==> src/include/ebtpm_pkg.sv <==
// Constants, field layout and types of the eight-bit timer/counter channel
// Function
// Timer mode counts, matches, interrupts, clears, continues
// Software keeps preset zero in timer modes
// Compare register unbuffered, effective next cycle
// Software never rewrites compare while running
// Tap choices fixed; low speed allows low/8
// Event mode counts falling edges, match clears
// Event phases last at least two cycles
// Divider match toggles flip-flop, clears, interrupts
// Divider pin inverse of flip-flop, reset zero
// Software sets port latch before pin use
// Stop holds pin level; preset later
// Bit 3 starts; bit 7 presets when stopped
// Control words select tap, mode, start
// PWM: duty toggles, overflow toggles, clears, interrupts
// PWM pin inverse; preset chooses pulse polarity
// Duty staged while running, immediate when stopped
// Duty read shows active value until period
// Software writes duty soon after period interrupt
// Software stops counter before stop mode
// PWM also accepts low, half, full clock
// Software keeps compare and duty in range
// Counter eight bits, zero when stopped, wraps
package ebtpm_pkg;

	localparam int unsigned CLK_HZ        = 50_000_000;
	localparam int          ADDR_W        = 8;
	localparam int          DATA_W        = 32;
	localparam int          CNT_W         = 8;

	// Register byte offsets
	localparam logic [ADDR_W-1:0] OFF_CTRL = 8'h00;
	localparam logic [ADDR_W-1:0] OFF_CMP  = 8'h04;
	localparam logic [ADDR_W-1:0] OFF_DUTY = 8'h08;
	localparam logic [ADDR_W-1:0] OFF_STAT = 8'h0c;
	localparam logic [ADDR_W-1:0] OFF_CFG  = 8'h10;

	// Control word layout
	localparam int CTRL_PRESET_BIT = 7;
	localparam int CTRL_CLK_LSB    = 4;
	localparam int CTRL_START_BIT  = 3;
	localparam int CTRL_MODE_LSB   = 0;
	localparam int SEL_W           = 3;

	// Status and configuration layout
	localparam int STAT_CNT_LSB    = 0;
	localparam int STAT_FF_BIT     = 8;
	localparam int STAT_RUN_BIT    = 9;
	localparam int STAT_PEND_BIT   = 10;
	localparam int CFG_TAPSEL_BIT  = 0;
	localparam int CFG_LOWSPD_BIT  = 1;
	localparam int CFG_W           = 2;

	// Reset values
	localparam logic [CNT_W-1:0] CTRL_RESET = 8'h00;
	localparam logic [CNT_W-1:0] CMP_RESET  = 8'h00;
	localparam logic [CNT_W-1:0] DUTY_RESET = 8'h00;
	localparam logic [CFG_W-1:0] CFG_RESET  = 2'h0;
	localparam logic [CNT_W-1:0] CNT_ZERO   = 8'h00;
	localparam logic [CNT_W-1:0] CNT_ONE    = 8'h01;
	localparam logic [CNT_W-1:0] CNT_MAX    = 8'hff;

	// Prescaler taps of the fast clock: divide by 2^exp
	localparam int PRE_W     = 11;
	localparam int FS_DIV_W  = 3;
	localparam int N_TAPS    = 5;
	localparam int TAP_EXP [N_TAPS] = '{1, 3, 5, 7, 11};
	localparam int TAP_DIV2    = 0;
	localparam int TAP_DIV8    = 1;
	localparam int TAP_DIV32   = 2;
	localparam int TAP_DIV128  = 3;
	localparam int TAP_DIV2048 = 4;

	typedef enum logic [SEL_W-1:0] {
		CLK_SLOW, CLK_DIV128, CLK_DIV32, CLK_DIV8, CLK_LOW, CLK_HALF, CLK_FULL, CLK_PIN
	} ebtpm_clk_e;

	typedef enum logic [SEL_W-1:0] {
		MODE_TIMER, MODE_DIVIDER, MODE_PWM, MODE_RSV3, MODE_RSV4, MODE_RSV5, MODE_RSV6, MODE_RSV7
	} ebtpm_mode_e;

	typedef enum logic {
		ST_STOPPED, ST_RUNNING
	} ebtpm_state_e;

	typedef struct packed {
		logic [N_TAPS-1:0] fast;
		logic              low;
		logic              low_div8;
	} ebtpm_taps_s;

endpackage : ebtpm_pkg

==> src/design/ebtpm_edge.sv <==
// Falling-edge detector for the event input pin
`timescale 1ns/1ns
module ebtpm_edge
	import ebtpm_pkg::*;
(
	input  wire logic clk,
	input  wire logic reset,
	input  wire logic event_in_pin,
	output wire logic falling
);

	logic pin_prev;

	// Reset low so a pin held low at release gives no false edge
	always_ff @(posedge clk) begin
		if (reset) begin
			pin_prev <= 1'b0;
		end else begin
			pin_prev <= event_in_pin;
		end
	end

	assign falling = pin_prev & ~event_in_pin;

endmodule : ebtpm_edge

==> src/design/ebtpm_prescaler.sv <==
// Free-running prescaler giving one-cycle ticks at each tap
`timescale 1ns/1ns
module ebtpm_prescaler
	import ebtpm_pkg::*;
(
	input  wire logic   clk,
	input  wire logic   reset,
	input  wire logic   low_clock_tick,
	output ebtpm_taps_s taps
);

	logic [PRE_W-1:0]    pre_cnt;
	logic [FS_DIV_W-1:0] fs_cnt;

	always_ff @(posedge clk) begin
		if (reset) begin
			pre_cnt <= '0;
			fs_cnt  <= '0;
		end else begin
			pre_cnt <= pre_cnt + 1'b1;
			if (low_clock_tick) begin
				fs_cnt <= fs_cnt + 1'b1;
			end
		end
	end

	// A tap fires when all bits below its divide position are ones
	for (genvar g = 0; g < N_TAPS; g++) begin : g_tap
		assign taps.fast[g] = &pre_cnt[TAP_EXP[g]-1:0];
	end

	assign taps.low      = low_clock_tick;
	assign taps.low_div8 = low_clock_tick & (&fs_cnt);

endmodule : ebtpm_prescaler

==> src/design/ebtpm_timer.sv <==
// Eight-bit timer/counter channel with APB register access
//
// The APB interface to the registers and the register offsets are this design's own decisions.
`timescale 1ns/1ns
module ebtpm_timer
	import ebtpm_pkg::*;
(
	input  wire logic              clk,
	input  wire logic              reset,
	input  wire logic              psel,
	input  wire logic              penable,
	input  wire logic              pwrite,
	input  wire logic [ADDR_W-1:0] paddr,
	input  wire logic [DATA_W-1:0] pwdata,
	output logic      [DATA_W-1:0] prdata,
	output logic                   pready,
	output logic                   pslverr,
	input  wire logic              event_in_pin,
	input  wire logic              low_clock_tick,
	output logic                   channel_match_irq,
	output wire logic              divider_out_pin,
	output wire logic              pwm_out_pin
);

	function automatic logic hit(input logic [ADDR_W-1:0] a, input logic [ADDR_W-1:0] off);
		hit = (a == off);
	endfunction : hit

	// Tap legality per mode; low speed leaves only the slow clock taps
	function automatic logic pick_tick(
		input ebtpm_clk_e  sel,
		input ebtpm_mode_e md,
		input logic        tapsel,
		input logic        lowspd,
		input ebtpm_taps_s tp,
		input logic        evt
	);
		logic slow;
		logic pwm;
		slow = tapsel | lowspd;
		pwm  = (md == MODE_PWM);
		case (sel)
			CLK_SLOW:   pick_tick = slow ? tp.low_div8 : tp.fast[TAP_DIV2048];
			CLK_DIV128: pick_tick = ~lowspd & tp.fast[TAP_DIV128];
			CLK_DIV32:  pick_tick = ~lowspd & tp.fast[TAP_DIV32];
			CLK_DIV8:   pick_tick = ~lowspd & tp.fast[TAP_DIV8];
			CLK_LOW:    pick_tick = pwm & tp.low;
			CLK_HALF:   pick_tick = pwm & ~lowspd & tp.fast[TAP_DIV2];
			CLK_FULL:   pick_tick = pwm & ~lowspd;
			CLK_PIN:    pick_tick = (md == MODE_TIMER) & evt;
			default:    pick_tick = 1'b0;
		endcase
	endfunction : pick_tick

	logic [CNT_W-1:0] channel_control_reg;
	logic [CNT_W-1:0] match_compare_reg;
	logic [CNT_W-1:0] pwm_duty_staged;
	logic [CNT_W-1:0] pwm_duty_reg;
	logic             duty_pending;
	logic [CFG_W-1:0] cfg_reg;
	logic [CNT_W-1:0] cnt;
	logic             out_level_n;
	ebtpm_state_e     state;
	ebtpm_taps_s      taps;

	wire logic        evt_fall;
	wire logic        setup_ph = psel & ~penable;
	wire logic        wr_en    = psel & penable & pwrite & pready;
	wire logic        wr_ctrl  = wr_en & hit(paddr, OFF_CTRL);
	wire logic        wr_cmp   = wr_en & hit(paddr, OFF_CMP);
	wire logic        wr_duty  = wr_en & hit(paddr, OFF_DUTY);
	wire logic        wr_cfg   = wr_en & hit(paddr, OFF_CFG);
	wire logic        mapped   = hit(paddr, OFF_CTRL) | hit(paddr, OFF_CMP) | hit(paddr, OFF_DUTY)
	                           | hit(paddr, OFF_STAT) | hit(paddr, OFF_CFG);

	wire ebtpm_clk_e  clk_sel  = ebtpm_clk_e'(channel_control_reg[CTRL_CLK_LSB +: SEL_W]);
	wire ebtpm_mode_e mode     = ebtpm_mode_e'(channel_control_reg[CTRL_MODE_LSB +: SEL_W]);
	wire logic        running  = (state == ST_RUNNING);
	wire logic        new_start     = pwdata[CTRL_START_BIT];
	wire logic        flipflop_preset_bit  = pwdata[CTRL_PRESET_BIT];
	wire logic        prescaler_tap_select = cfg_reg[CFG_TAPSEL_BIT];
	wire logic        low_speed     = cfg_reg[CFG_LOWSPD_BIT];

	wire logic        tick     = running & pick_tick(clk_sel, mode, prescaler_tap_select, low_speed,
	                                                 taps, evt_fall);
	wire logic [CNT_W-1:0] cnt_plus = cnt + CNT_ONE;
	wire logic        is_pwm   = (mode == MODE_PWM);
	wire logic        cmp_hit  = tick & ~is_pwm & (cnt_plus == match_compare_reg);
	wire logic        ovf_hit  = tick & is_pwm & (cnt == CNT_MAX);
	wire logic        duty_hit = tick & is_pwm & ~ovf_hit & (cnt_plus == pwm_duty_reg);
	wire logic        period   = cmp_hit | ovf_hit;
	wire logic        toggle   = (cmp_hit & (mode == MODE_DIVIDER)) | ovf_hit | duty_hit;

	logic [DATA_W-1:0] rd_mux;
	logic [CNT_W-1:0]  next_cnt;
	logic              next_out_level_n;
	logic [CNT_W-1:0]  next_duty_active;

	ebtpm_prescaler u_prescaler (
		.clk            (clk),
		.reset          (reset),
		.low_clock_tick (low_clock_tick),
		.taps           (taps)
	);

	ebtpm_edge u_edge (
		.clk          (clk),
		.reset        (reset),
		.event_in_pin (event_in_pin),
		.falling      (evt_fall)
	);

	// Read data: duty shows the active value, not the staged one
	always_comb begin
		rd_mux = '0;
		case (1'b1)
			hit(paddr, OFF_CTRL): rd_mux[CNT_W-1:0] = channel_control_reg;
			hit(paddr, OFF_CMP):  rd_mux[CNT_W-1:0] = match_compare_reg;
			hit(paddr, OFF_DUTY): rd_mux[CNT_W-1:0] = pwm_duty_reg;
			hit(paddr, OFF_STAT): begin
				rd_mux[STAT_CNT_LSB +: CNT_W] = cnt;
				rd_mux[STAT_FF_BIT]           = ~out_level_n;
				rd_mux[STAT_RUN_BIT]          = running;
				rd_mux[STAT_PEND_BIT]         = duty_pending;
			end
			hit(paddr, OFF_CFG):  rd_mux[CFG_W-1:0] = cfg_reg;
			default:              rd_mux = '0;
		endcase
	end

	// Counter: cleared while stopped, on match and on PWM overflow
	always_comb begin
		next_cnt = cnt;
		if (!running || (wr_ctrl && !new_start)) begin
			next_cnt = CNT_ZERO;
		end else if (period) begin
			next_cnt = CNT_ZERO;
		end else if (tick) begin
			next_cnt = cnt_plus;
		end
	end

	// Output flip-flop held inverted, so the pins are the flop itself
	always_comb begin
		next_out_level_n = out_level_n;
		if (wr_ctrl && !running) begin
			next_out_level_n = ~flipflop_preset_bit;
		end else if (wr_ctrl && !new_start) begin
			next_out_level_n = out_level_n;
		end else if (toggle) begin
			next_out_level_n = ~out_level_n;
		end
	end

	// A duty write in the same cycle as the period takes the new value
	always_comb begin
		next_duty_active = pwm_duty_reg;
		if (wr_duty && (!running || period)) begin
			next_duty_active = pwdata[CNT_W-1:0];
		end else if (period && duty_pending) begin
			next_duty_active = pwm_duty_staged;
		end
	end

	always_ff @(posedge clk) begin
		if (reset) begin
			pready  <= 1'b0;
			pslverr <= 1'b0;
			prdata  <= '0;
		end else begin
			pready  <= setup_ph;
			pslverr <= setup_ph & ~mapped;
			prdata  <= (setup_ph & ~pwrite) ? rd_mux : '0;
		end
	end

	always_ff @(posedge clk) begin
		if (reset) begin
			channel_control_reg <= CTRL_RESET;
			state               <= ST_STOPPED;
		end else if (wr_ctrl) begin
			channel_control_reg <= pwdata[CNT_W-1:0];
			state               <= new_start ? ST_RUNNING : ST_STOPPED;
		end
	end

	always_ff @(posedge clk) begin
		if (reset) begin
			match_compare_reg <= CMP_RESET;
			cfg_reg           <= CFG_RESET;
		end else begin
			if (wr_cmp) begin
				match_compare_reg <= pwdata[CNT_W-1:0];
			end
			if (wr_cfg) begin
				cfg_reg <= pwdata[CFG_W-1:0];
			end
		end
	end

	always_ff @(posedge clk) begin
		if (reset) begin
			pwm_duty_staged <= DUTY_RESET;
			pwm_duty_reg    <= DUTY_RESET;
			duty_pending    <= 1'b0;
		end else begin
			if (wr_duty) begin
				pwm_duty_staged <= pwdata[CNT_W-1:0];
			end
			pwm_duty_reg <= next_duty_active;
			duty_pending <= wr_duty ? (running & ~period) : (duty_pending & ~period);
		end
	end

	always_ff @(posedge clk) begin
		if (reset) begin
			cnt               <= CNT_ZERO;
			out_level_n       <= 1'b1;
			channel_match_irq <= 1'b0;
		end else begin
			cnt               <= next_cnt;
			out_level_n       <= next_out_level_n;
			channel_match_irq <= period;
		end
	end

	assign divider_out_pin = out_level_n;
	assign pwm_out_pin     = out_level_n;
endmodule : ebtpm_timer

==> config.mk <==
export PLATFORM = sky130hd
export DESIGN_NAME = ebtpm_timer
export DESIGN_NICKNAME = d
export VERILOG_FILES = /design/src/include/ebtpm_pkg.sv /design/src/design/ebtpm_edge.sv /design/src/design/ebtpm_prescaler.sv /design/src/design/ebtpm_timer.sv
export SDC_FILE = /design/constraint.sdc
export NUM_CORES = 1
export LEC_CHECK = 0
export ABC_AREA = 1
export BUFFER_PORTS_ARGS = -buffer_cell sky130_fd_sc_hd__buf_2
export CAP_MARGIN = 5
export CORE_AREA = 5 5 94 87
export DETAILED_ROUTE_END_ITERATION = 6
export DIE_AREA = 0 0 99 92
export GPL_ROUTABILITY_DRIVEN = 0
export GPL_TIMING_DRIVEN = 0
export PLACE_DENSITY_LB_ADDON = 0.05
export SLEW_MARGIN = 20
export SYNTH_ARGS = -nofsm -noshare
export SYNTH_HDL_FRONTEND = slang
export SYNTH_SLANG_ARGS = --single-unit
==> constraint.sdc <==
create_clock -name clk -period 3.2 [get_ports clk]
set_input_delay 0.16 -clock clk [delete_from_list [all_inputs] [get_ports clk]]
set_output_delay 0.16 -clock clk [all_outputs]
set_load 0.01 [all_outputs]
# == Word level (Yosys, flattened, before mapping) ==
# Cells that the tools add are included.
# word_totals
reg_bits,95
input_bits,47
out_inout_bits,37
wordCells,127
# classes
n_addsub,3
eq_ne,17
n_mux,18
bitwise_logic,49
n_reduce_logical,22
# ops
operator,n
1-bit bitwise AND,29
6-bit 2-to-1 mux,4
8-bit by 4-bit == test with 1-bit output (second input constant),2
8-bit == test,2
8-bit 2-to-1 mux,2
3-bit == test (second input constant),4
1-bit NOT,12
11-bit by 1-bit adder with 11-bit output (second input constant),1
11-bit AND reduction,1
2-bit 2-to-1 mux,5
3-bit by 2-bit == test with 1-bit output (second input constant),3
8-bit by 1-bit adder with 8-bit output (second input constant),1
8-bit by 3-bit == test with 1-bit output (second input constant),1
8-bit by 5-bit == test with 1-bit output (second input constant),1
8-bit == test (second input constant),1
8-bit zero test,1
1-bit bitwise OR,8
1-bit case mux with 8 select lines,1
7-bit AND reduction,1
3-bit by 1-bit == test with 1-bit output (second input constant),2
3-bit zero test,2
1-bit 2-to-1 mux,6
3-bit AND reduction,2
6-bit OR reduction,1
10 further kinds,16

# == Logic depth before layout (Yosys ltp) ==
# Gate-level depths: netlist of the first run.
# depth
depth_word,14
mapped_depth,18
mapped_depth_nobuf,18

# == Cells and area by module ==
# From an unflattened synthesis of the first run, not the netlist that was laid out.
# unflattened
hier_cells,573
area_unflattened_um2,4052.6
# by_module_without_submodules
mod,instances,cells_per_inst,area_per_inst_um2,seq_area_each_um2
ebtpm_timer,1,477,3344.5,1161.1
ebtpm_prescaler,1,91,670.6,280.3
ebtpm_edge,1,5,37.5,20.0

# == Worst setup path before layout of the first run ==
# OpenSTA, ideal clock, no wires.
# synth_timing
path_type,flip-flop to flip-flop
from,reg u_prescaler.pre_cnt[0]
to,reg cnt[0]
t_arrival_ns,2.048
t_required_ns,3.133
slack_ns,1.085
stages_incl_launch_ff,18
path_buffers,0
cell_sequence,dfxtp_1 > ha_1 > nand3_1 > inv_1 > ha_1 > nand3_1 > nand2_1 > inv_1 > nand2_1 > a21boi_1 > nand2_1 > nand2_2 > nor2_1 > nand2_1 > nand2_1 > nor2_2 > nand3_4 > a21oi_2
# synth_between
elab_chain_cells,8
word_cells_on_any_way,17
cone_classes,mux (2); bitwise (10); reduce/logical (5)
# synth_rtl
item,line_no,text
from (decl),ebtpm_prescaler.sv:12,logic [PRE_W-1:0] pre_cnt;
from (signal assigned),ebtpm_prescaler.sv:20,pre_cnt <= pre_cnt + 1'b1;
11-bit AND reduction (tied with other cells),ebtpm_prescaler.sv:29,assign taps.fast[g] = &pre_cnt[TAP_EXP[g]-1:0];
1-bit 2-to-1 mux (tied with other cells),ebtpm_timer.sv:43,CLK_SLOW: pick_tick = slow ? tp.low_div8 : tp.fast[TAP_DIV2048];
1-bit case mux with 8 select lines (*),ebtpm_timer.sv:42,case (sel)
1-bit bitwise AND (*),ebtpm_timer.sv:84,"wire logic tick = running & pick_tick(clk_sel, mode, prescaler_tap_select, low_speed,"
"1-bit bitwise AND, on equally long branches (2 in series)","ebtpm_timer.sv:88, ebtpm_timer.sv:89",
1-bit bitwise OR,ebtpm_timer.sv:91,wire logic period = cmp_hit | ovf_hit;
3-bit OR reduction (no source line),--,
to (signal assigned),ebtpm_timer.sv:221,cnt <= next_cnt;
to (decl),ebtpm_timer.sv:61,logic [CNT_W-1:0] cnt;
# Every way passes the cells marked *; elsewhere a longest branch is shown, timed or not.
# A chain may end at the register's enable or synchronous reset.

# == Worst setup path in the final report of the first run ==
# layout_timing
from,reg u_prescaler.pre_cnt[0]
to,reg cnt[1]
# Same word-level chain as after synthesis.

==> Flow_metrics.wiki, run 1 <==
{| class="wikitable"
! Metric !! Value
|-
| Final setup margin || roughly 0.7 ns
|-
| Clock tree from TritonCTS || yes
|-
| Max frequency || roughly 0.40 GHz
|-
| Via-to-Cell Ratio || 5.27
|-
| Cell type contributing the most total cell area after synthesis || dfxtp_1
|-
| Post-detailed-placement half-perimeter wirelength || between 8 and 9 mm
|-
| Family with the most delay on the worst path || simple AND/OR/NAND/NOR gates
|-
| Share of power burned in the clock network || roughly 40%
|-
| Peak supply drop || 249 uV
|-
| Number of CTS-inserted buffers || 9
|-
| I/O pin count || 84
|-
| Via count || between 3000 and 4000
|-
| Number of design rule violations left after detail routing || 0
|-
| Maximum number of pins on one net before global-route repair || 13
|-
| Hold/Removal Path Class || primary input to flop
|-
| Standard cell core area || roughly 0.0070 mm^2
|-
| Count of yosys warnings during synthesis || 0
|-
| Number of port buffers || 38
|-
| Sequential share of power || between 50% and 60%
|-
| Number of antenna-violating nets in the routed design || 0
|-
| Met3 Routed Length || around 700 um
|-
| Critical path data arrival time || 2.79 ns
|-
| Total global routing track utilization || between 20% and 30%
|-
| Number of failing hold endpoints at the final stage || 0
|-
| Horiz. Die Dim || between 90 and 100 um
|-
| Maximum number of buffers from clock root to sink || 2
|-
| Critical Path Slowest Stage Cell || dfxtp_1
|-
| Top cell type's share of synthesized area || a little over a third
|-
| Standard-cell rows || 29
|-
| Async set-or-reset flop fraction in the synthesized netlist || 0%
|-
| Combined area of all synthesized cells || between 0.004 and 0.005 mm^2
|-
| Peak per-stage delay on the critical path || between 0.3 and 0.4 ns
|-
| Power Internal || about 1.3 mW
|-
| Setup repair after global routing missed its margin || false
|-
| Number of global-route vias before repair || approximately 3400
|-
| Minimum clock period || 2.50 ns
|-
| Largest fanout on the critical path || 10
|-
| Count of inserted antenna diode cells || 0
|-
| Count of pins over their slew limit || 0
|-
| Number of synthesized register bits || 73
|-
| Slew at the pin closest to its max-slew limit || about 0.7 ns
|-
| Power density normalized to cell area || around 370 mW/mm^2
|-
| Number of DRC markers in iteration 0 || between 200 and 250
|-
| Slew headroom || between 50 and 60%
|-
| Nets || ~700
|-
| Remaining global-route overflow || 0
|-
| Buffers plus inverters on the worst setup path || 2
|-
| Average instance area after synthesis || a little under 7 um^2
|-
| Fin Setup TNS || 0 ns
|-
| Pleak || slightly above 2 nW
|-
| Later-pin clock latency in the skew report || about 0.35 ns
|-
| Required time of the worst setup path || around 3.5 ns
|-
| Share of post-route cells with drive strength above 1 || between 15 and 20%
|-
| Cell count after synthesis || roughly 580
|-
| Met2 wirelength from detailed routing || slightly below 5 mm
|-
| Total length of routed wires || 10.4 mm
|-
| Clock net sink count || 73
|-
| Setup Slack @ Placement || 0.728 ns
|-
| Biggest regs || prdata x11, u_prescaler.pre_cnt x11
|-
| Cells along the critical path || ha_1, nand3_1, inv_1, ha_1, nand3_1, nand2_1, inv_1, nand2_1, a21boi_1, nand2_1, nand2_2, nor2_1, nand2_1, nand2_1, nor2_2, nand3_4, a21oi_2
|-
| Library cell used as clock root buffer || clkbuf_8
|-
| Top routing layer in use || met4
|-
| Clock Skew || between 0.01 and 0.015 ns
|-
| Number of synthesized flops with an enable pin || 0
|-
| Setup violations, final || 0
|-
| Net switching fraction of the power || between 20% and 30%
|-
| Cell with the most instances after synthesis || nand2_1
|-
| Sw Pwr || 0.406 mW
|-
| Wire length of the first global-routing pass || between 15 and 20 mm
|-
| Element type at the critical path end || flop
|-
| Element type at the critical path start || flop
|-
| Metal-1 WL || approximately 4.6 mm
|-
| Top cells by instance count after synthesis || 114 x nand2_1, 79 x inv_1, 73 x dfxtp_1, 65 x nor2_1, 45 x a21oi_1
|-
| Wirelength per Cell || 13.9 um
|-
| Synth-to-Final Area Change || 14.5%
|-
| Outcome || finished clean
|-
| Most used cell along the critical path || nand2_1
|-
| Die area || 0.00911 mm^2
|-
| Start-to-end type of the worst setup path || flop to flop
|-
| Top cells by area in the synthesized netlist || dfxtp_1 36%, nand2_1 11%, inv_1 7.4%, nor2_1 6.1%, a21oi_1 5.6%
|-
| Antenna violations before repair || 0
|-
| Deepest level of the CTS H-tree || 3
|-
| Clk slew on worst S/H paths || approximately 0.080 ns
|-
| 1st-pass router iterations || 5
|-
| Effective utilization at floorplan || a little under three fifths
|-
| Logic pwr share || approximately 6.0%
|-
| Sequential fraction of the synthesis area || a little over a third
|-
| Die extent in y || just over 90 um
|-
| Most used DFF post-synth || dfxtp_1
|-
| Final worst-path cycle share || about four fifths
|-
| Max-capacitance violation count || 0
|-
| Cell variety after synth || 44
|}
## path summary, 6_finish.rpt
path,to,startpoint,slack [ns],cells after the start
setup / recovery,cnt[1],u_prescaler.pre_cnt[0],0.70,17
setup reg to reg,cnt[1],u_prescaler.pre_cnt[0],0.70,17
hold reg to reg,pwm_duty_staged[0],pwm_duty_staged[0],0.45,2
hold / removal,u_edge.pin_prev,event_in_pin,0.04,3
## power groups by stage
stage	clock network, mW	registers [mW]	logic, mW
final	0.684	0.921	0.102
after floorplan	0	0.942	0.0676
after detailed placement	0	0.943	0.0988
after CTS	0.699	0.921	0.100
after global placement	0	0.942	0.0970
after global routing	0.740	0.922	0.113
## layout by cell type, fill, tap and decap left out, types with 2 or more instances in the layout
cell / n
nand2_2: 10
o21ai_0: 35
nand3_2: 5
buf_2: 41
nand3_4: 2
dfxtp_1: 73
and3_1: 2
buf_4: 24
or2_2: 2
a41oi_1: 2
nand2_1: 114
a21oi_1: 45
a21oi_2: 9
conb_1: 21
nand2_4: 2
clkinv_4: 2
xor2_1: 2
nor2_1: 65
nor3_2: 2
nor3_1: 5
o211ai_1: 9
nor4_2: 2
ha_1: 6
a31oi_1: 4
inv_1: 79
o22ai_1: 5
nand4_1: 8
inv_2: 5
nand3b_1: 2
clkbuf_1: 7
nand3_1: 31
nor2_2: 4
nor4_1: 2
clkbuf_8: 13
## metal layers
layer | global-route usage [%] | vias up
li1 | - | 1980
met1 | 29.7 | 1785
met2 | 37.0 | 145
met3 | 5.31 | 22
met4 | 7.17 | 0
met5 | 0 | -
## worst reg2reg max path, cell delays in order, from the launching register on
cell,delay (ns)
dfxtp_1,0.35
ha_1,0.24
nand3_1,0.15
inv_1,0.08
ha_1,0.17
nand3_1,0.07
nand2_1,0.05
inv_1,0.05
nand2_1,0.06
a21boi_1,0.21
nand2_1,0.10
nand2_2,0.20
nor2_1,0.07
nand2_1,0.09
nand2_1,0.06
nor2_2,0.14
nand3_4,0.19
a21oi_2,0.16
## per-stage QoR
step	instances	util (%)	hold slack (ns)	instance area, um^2	total power, mW
finish	746	65.8	0.0360	4610	1.71
global route	746	65.8	0.0242	4610	1.78
CTS	746	65.8	0.0301	4610	1.72
detailed placement	730	62.9	0.365	4410	1.04
global placement	730	62.9	0.352	4410	1.04
floorplan	599	-	0.238	4100	1.01
## kinds of logic (layout without fill, tap and decap cells)
group	count (synthesis)	after routing	synth area share [%]
AOI/OAI and AO/OA	114	114	16.3
other	1	21	0.0932
and+or+nand+nor	261	261	30.7
adders and majority gates	6	6	1.87
xor gates and xnor gates	3	3	0.653
buffers and inverters	121	175	14.1
DFF	73	73	36.3
## layout make-up
cell class,instances,area [um^2]
tap,93,116
timing repair buffer,39,200
multi-input combinational,405,2070
buffer,37,250
fill,654,2400
clock buffer,12,165
clock inverter,3,25.0
inverter,84,315
sequential,73,1460
## what timing repair did
action                                 4_1_cts  5_1_grt
endpoints found under the hold margin        1        0
resized for setup                            0        0
buffers inserted                             0        0
hold buffers                                 1        0
(Power assumes the default switching activity.)
==> inputs of run 2 (changes only) <==
--- a/config.mk
+++ b/config.mk
@@ -5,12 +5,12 @@
 export SDC_FILE = /design/constraint.sdc
 export NUM_CORES = 1
 export LEC_CHECK = 0
-export ABC_AREA = 1
+export ABC_AREA = 0
 export BUFFER_PORTS_ARGS = -buffer_cell sky130_fd_sc_hd__buf_2
 export CAP_MARGIN = 5
-export CORE_AREA = 5 5 94 87
+export CORE_AREA = 5 5 103 95
 export DETAILED_ROUTE_END_ITERATION = 6
-export DIE_AREA = 0 0 99 92
+export DIE_AREA = 0 0 108 100
 export GPL_ROUTABILITY_DRIVEN = 0
 export GPL_TIMING_DRIVEN = 0
 export PLACE_DENSITY_LB_ADDON = 0.05
==> constraint.sdc (replaced) <==
create_clock -name clk -period 2.3 [get_ports clk]
set_input_delay 0.115 -clock clk [delete_from_list [all_inputs] [get_ports clk]]
set_output_delay 0.115 -clock clk [all_outputs]
set_load 0.01 [all_outputs]
==> run 2 against run 1 <==
The flow now finishes with violations (negative setup slack). Worst hold slack improved by 0.011 ns. Global-route usage decreased by 1.6 points. Clock power increased by 86%. Count of clock-buffer cells in the layout unchanged. Power increased by 61%.
==> Flow_metrics.wiki, run 2 <==
{| class="wikitable"
! Metric !! Value
|-
| Number of global-route vias before repair || 3552
|-
| Cell variety after synth || 65
|-
| Number of DRC markers in iteration 0 || about 210
|-
| Post-layout instance area || between 0.005 and 0.006 mm^2
|-
| Average instance area after synthesis || slightly below 9 um^2
|-
| Outcome || complete, but fails checks
|-
| Max-capacitance violation count || 0
|-
| Critical Path Slowest Stage Cell || o311a_2
|-
| Deepest level of the CTS H-tree || 3
|-
| Sequential cell area in the final layout || around 0.0015 mm^2
|-
| Top cell type's share of synthesized area || 34.9%
|-
| Maximum number of pins on one net before global-route repair || 13
|-
| Overall Power || about 2.7 mW
|-
| Pleak || 2.11 nW
|-
| Most common cell after layout, fill and taps aside || dfxtp_1
|-
| Via count || 3737
|-
| Cell type contributing the most total cell area after synthesis || dfxtp_1
|-
| Fill cell total of the finished layout || roughly 740
|-
| Count of inserted antenna diode cells || 0
|-
| Cell with the most instances after synthesis || dfxtp_1
|-
| Total length of routed wires || 11.2 mm
|-
| Clock net sink count || between 70 and 80
|-
| Count of pins over their slew limit || 0
|-
| Most used DFF post-synth || dfxtp_1
|-
| Core occupancy in the finished layout || between 60 and 70%
|-
| Area taken by multi-input logic gates || roughly 0.0026 mm^2
|-
| Via-to-Cell Ratio || roughly 5.4
|-
| Setup violations, final || 4
|-
| Slew at the pin closest to its max-slew limit || ~0.78 ns
|-
| Post-synthesis adder-cell area fraction || about 1.8%
|-
| Element type at the critical path end || flop
|-
| Cells along the critical path || buf_6, and4_4, and3_4, mux2i_2, and4_4, a21oi_4, buf_4, o311a_2, a211oi_2
|-
| Die extent in y || roughly 100 um
|-
| Number of synthesized flops with an enable pin || 0
|-
| I/O pin count || 84
|-
| Start-to-end type of the worst setup path || flop to flop
|-
| Clock tree from TritonCTS || yes
|-
| Highest-count cells in the layout ignoring fill and taps || 66 x dfxtp_1, 60 x nor2_1, 43 x nand2_1
|-
| Number of synthesized register bits || between 70 and 80
|-
| Largest fanout on the critical path || 8
|-
| Multiplexer share of the synthesized area || between 7 and 8%
|-
| Setup repair after global routing missed its margin || true
|-
| Sequential fraction of the synthesis area || a little over a third
|-
| Buffers plus inverters on the worst setup path || 2
|-
| Wire length of the first global-routing pass || ~18 mm
|-
| Critical path data arrival time || about 2.6 ns
|-
| Combined area of all synthesized cells || between 0.004 and 0.005 mm^2
|-
| Horiz. Die Dim || between 100 and 150 um
|-
| Effective utilization at floorplan || about half
|-
| Most used cell along the critical path || and4_4
|-
| Number of design rule violations left after detail routing || 0
|-
| Peak per-stage delay on the critical path || 0.39 ns
|-
| Hold/Removal Path Class || primary input to flop
|-
| Clock Skew || about 0.0065 ns
|-
| Violated checks || negative setup slack
|-
| Library cell used as clock root buffer || clkbuf_8
|-
| Top cells by instance count after synthesis || 73 x dfxtp_1, 61 x nor2_1, 44 x nand2_1, 28 x mux2i_1
|-
| Nets || slightly above 600
|-
| 1st-pass router iterations || 5
|-
| Top cells by area in the synthesized netlist || dfxtp_1 35%, mux2i_1 6.7%, nor2_1 5.5%, buf_4 4.8%, nand2_1 3.9%
|-
| Placed cell area || roughly 0.0046 mm^2
|-
| Required time of the worst setup path || 2.57 ns
|-
| Standard cell core area || about 0.0085 mm^2
|-
| Cell count after synthesis || 480
|-
| Fraction of synthesized cell area in xor and xnor cells || under 10%
|-
| Synth-to-Final Area Change || 26.0%
|-
| Clk slew on worst S/H paths || roughly 0.080 ns
|-
| Compound-gate portion of the synthesized area || about 18%
|-
| Element type at the critical path start || flop
|-
| Die area || 0.0108 mm^2
|-
| Final worst-path cycle share || 101%
|-
| Total global routing track utilization || a little over a fifth
|-
| Minimum clock period || roughly 2.3 ns
|-
| Peak supply drop || ~350 uV
|-
| Share of synthesized cell area in and, or, nand and nor gates || 23.9%
|-
| Post-detailed-placement half-perimeter wirelength || a little over 8 mm
|-
| Post-route worst hold slack || around 0.046 ns
|-
| Maximum number of buffers from clock root to sink || 2
|-
| Slew headroom || between 40% and 50%
|-
| Wirelength per Cell || about 16 um
|-
| Number of CTS-inserted buffers || 9
|-
| Standard-cell rows || 32
|-
| Share of post-route cells with drive strength above 1 || a little under a third
|-
| Family with the most delay on the worst path || simple AND/OR/NAND/NOR gates
|-
| Count of yosys warnings during synthesis || 0
|-
| Later-pin clock latency in the skew report || roughly 0.35 ns
|-
| Number of antenna-violating nets in the routed design || 0
|-
| Dominant combinational cell family by area after synthesis || simple AND/OR/NAND/NOR gates
|-
| Power density normalized to cell area || roughly 520 mW/mm^2
|-
| Biggest regs || prdata x11, u_prescaler.pre_cnt x11
|-
| Antenna violations before repair || 0
|-
| Number of port buffers || 36
|-
| Number of failing hold endpoints at the final stage || 0
|-
| Final setup margin || -0.0237 ns
|-
| Max frequency || 0.430 GHz
|-
| Remaining global-route overflow || 0
|-
| Async set-or-reset flop fraction in the synthesized netlist || 0%
|-
| Fin Setup TNS || -0.0413 ns
|}
## run 2: changes by cell type in the layout (fill, tap and decap cells not counted), sizes merged, moves of 13 or more
cell	change
nand2	-82
inv	-77
buf	+28
mux2i	+28
nand3	-27
a21oi	-25
o21ai	-18
xnor2	+13
xor2	+13
## run 2: layout make-up
type / instances / share of cell area [%]
Inverter: 7 / 0.498
Clock inverter: 4 / 1.87
Clock buffer: 12 / 2.94
Sequential cell: 73 / 27.9
Tap cell: 119 / 2.82
Multi-Input combinational cell: 369 / 49.9
Buffer: 49 / 6.66
Timing Repair Buffer: 59 / 7.40
## run 2: where the power goes
| part | switching, mW | internal, mW | total (mW) |
|---|---|---|---|
| sequential | 0.0130 | 1.28 | 1.29 |
| clock | 0.492 | 0.783 | 1.27 |
| combinational | 0.104 | 0.0786 | 0.182 |
| total | 0.608 | 2.14 | 2.75 |
## run 2: per-layer routing
layer / wire (um) / track usage (%)
met5: 0 / 0
met1: 4940 / 27.1
met4: 252 / 6.50
met3: 739 / 5.66
met2: 5270 / 34.6
## run 2: cell families (layout without fill, tap and decap cells)
family | after synthesis | after routing
xor gates and xnor gates | 29 | 29
AOI/OAI and AO/OA | 93 | 93
buffers and inverters | 58 | 131
and+or+nand+nor | 190 | 190
adders and majority gates | 6 | 6
DFF | 73 | 73
muxes | 30 | 30
other | 1 | 21
## run 2: worst reg2reg max path: cells and delay by family (launching register included)
kind	cells	cell delay [ns]
buf+inv	2	0.26
simple gates	3	0.74
flops	1	0.33
mux	1	0.23
compound gates	3	0.68
## run 2: worst paths after layout
check,startpoint,end,slack [ns],cells after the start
worst min register to register,u_prescaler.pre_cnt[0],u_prescaler.pre_cnt[0],0.46,1
worst min-delay path,paddr[4],pslverr,0.05,2
worst max register to register,cnt[4],pwm_duty_reg[4],-0.02,9
worst max-delay path,cnt[4],pwm_duty_reg[4],-0.02,9
## run 2: timing repair
action,in CTS,in global routing
hold buffers,2,0
gates resized for setup,26,27
endpoints found under the setup margin,18,17
pin swaps,13,12
cloned,0,1
hold endpoints to repair,2,0
setup buffers,14,6
## run 2: through the flow
stage / cells / worst slack [ns]
after floorplan: 500 / 0.00298
after global placement: 655 / -0.348
after detailed placement: 655 / -0.400
after CTS: 686 / -0.00666
after global routing: 692 / -0.135
final: 692 / -0.0237
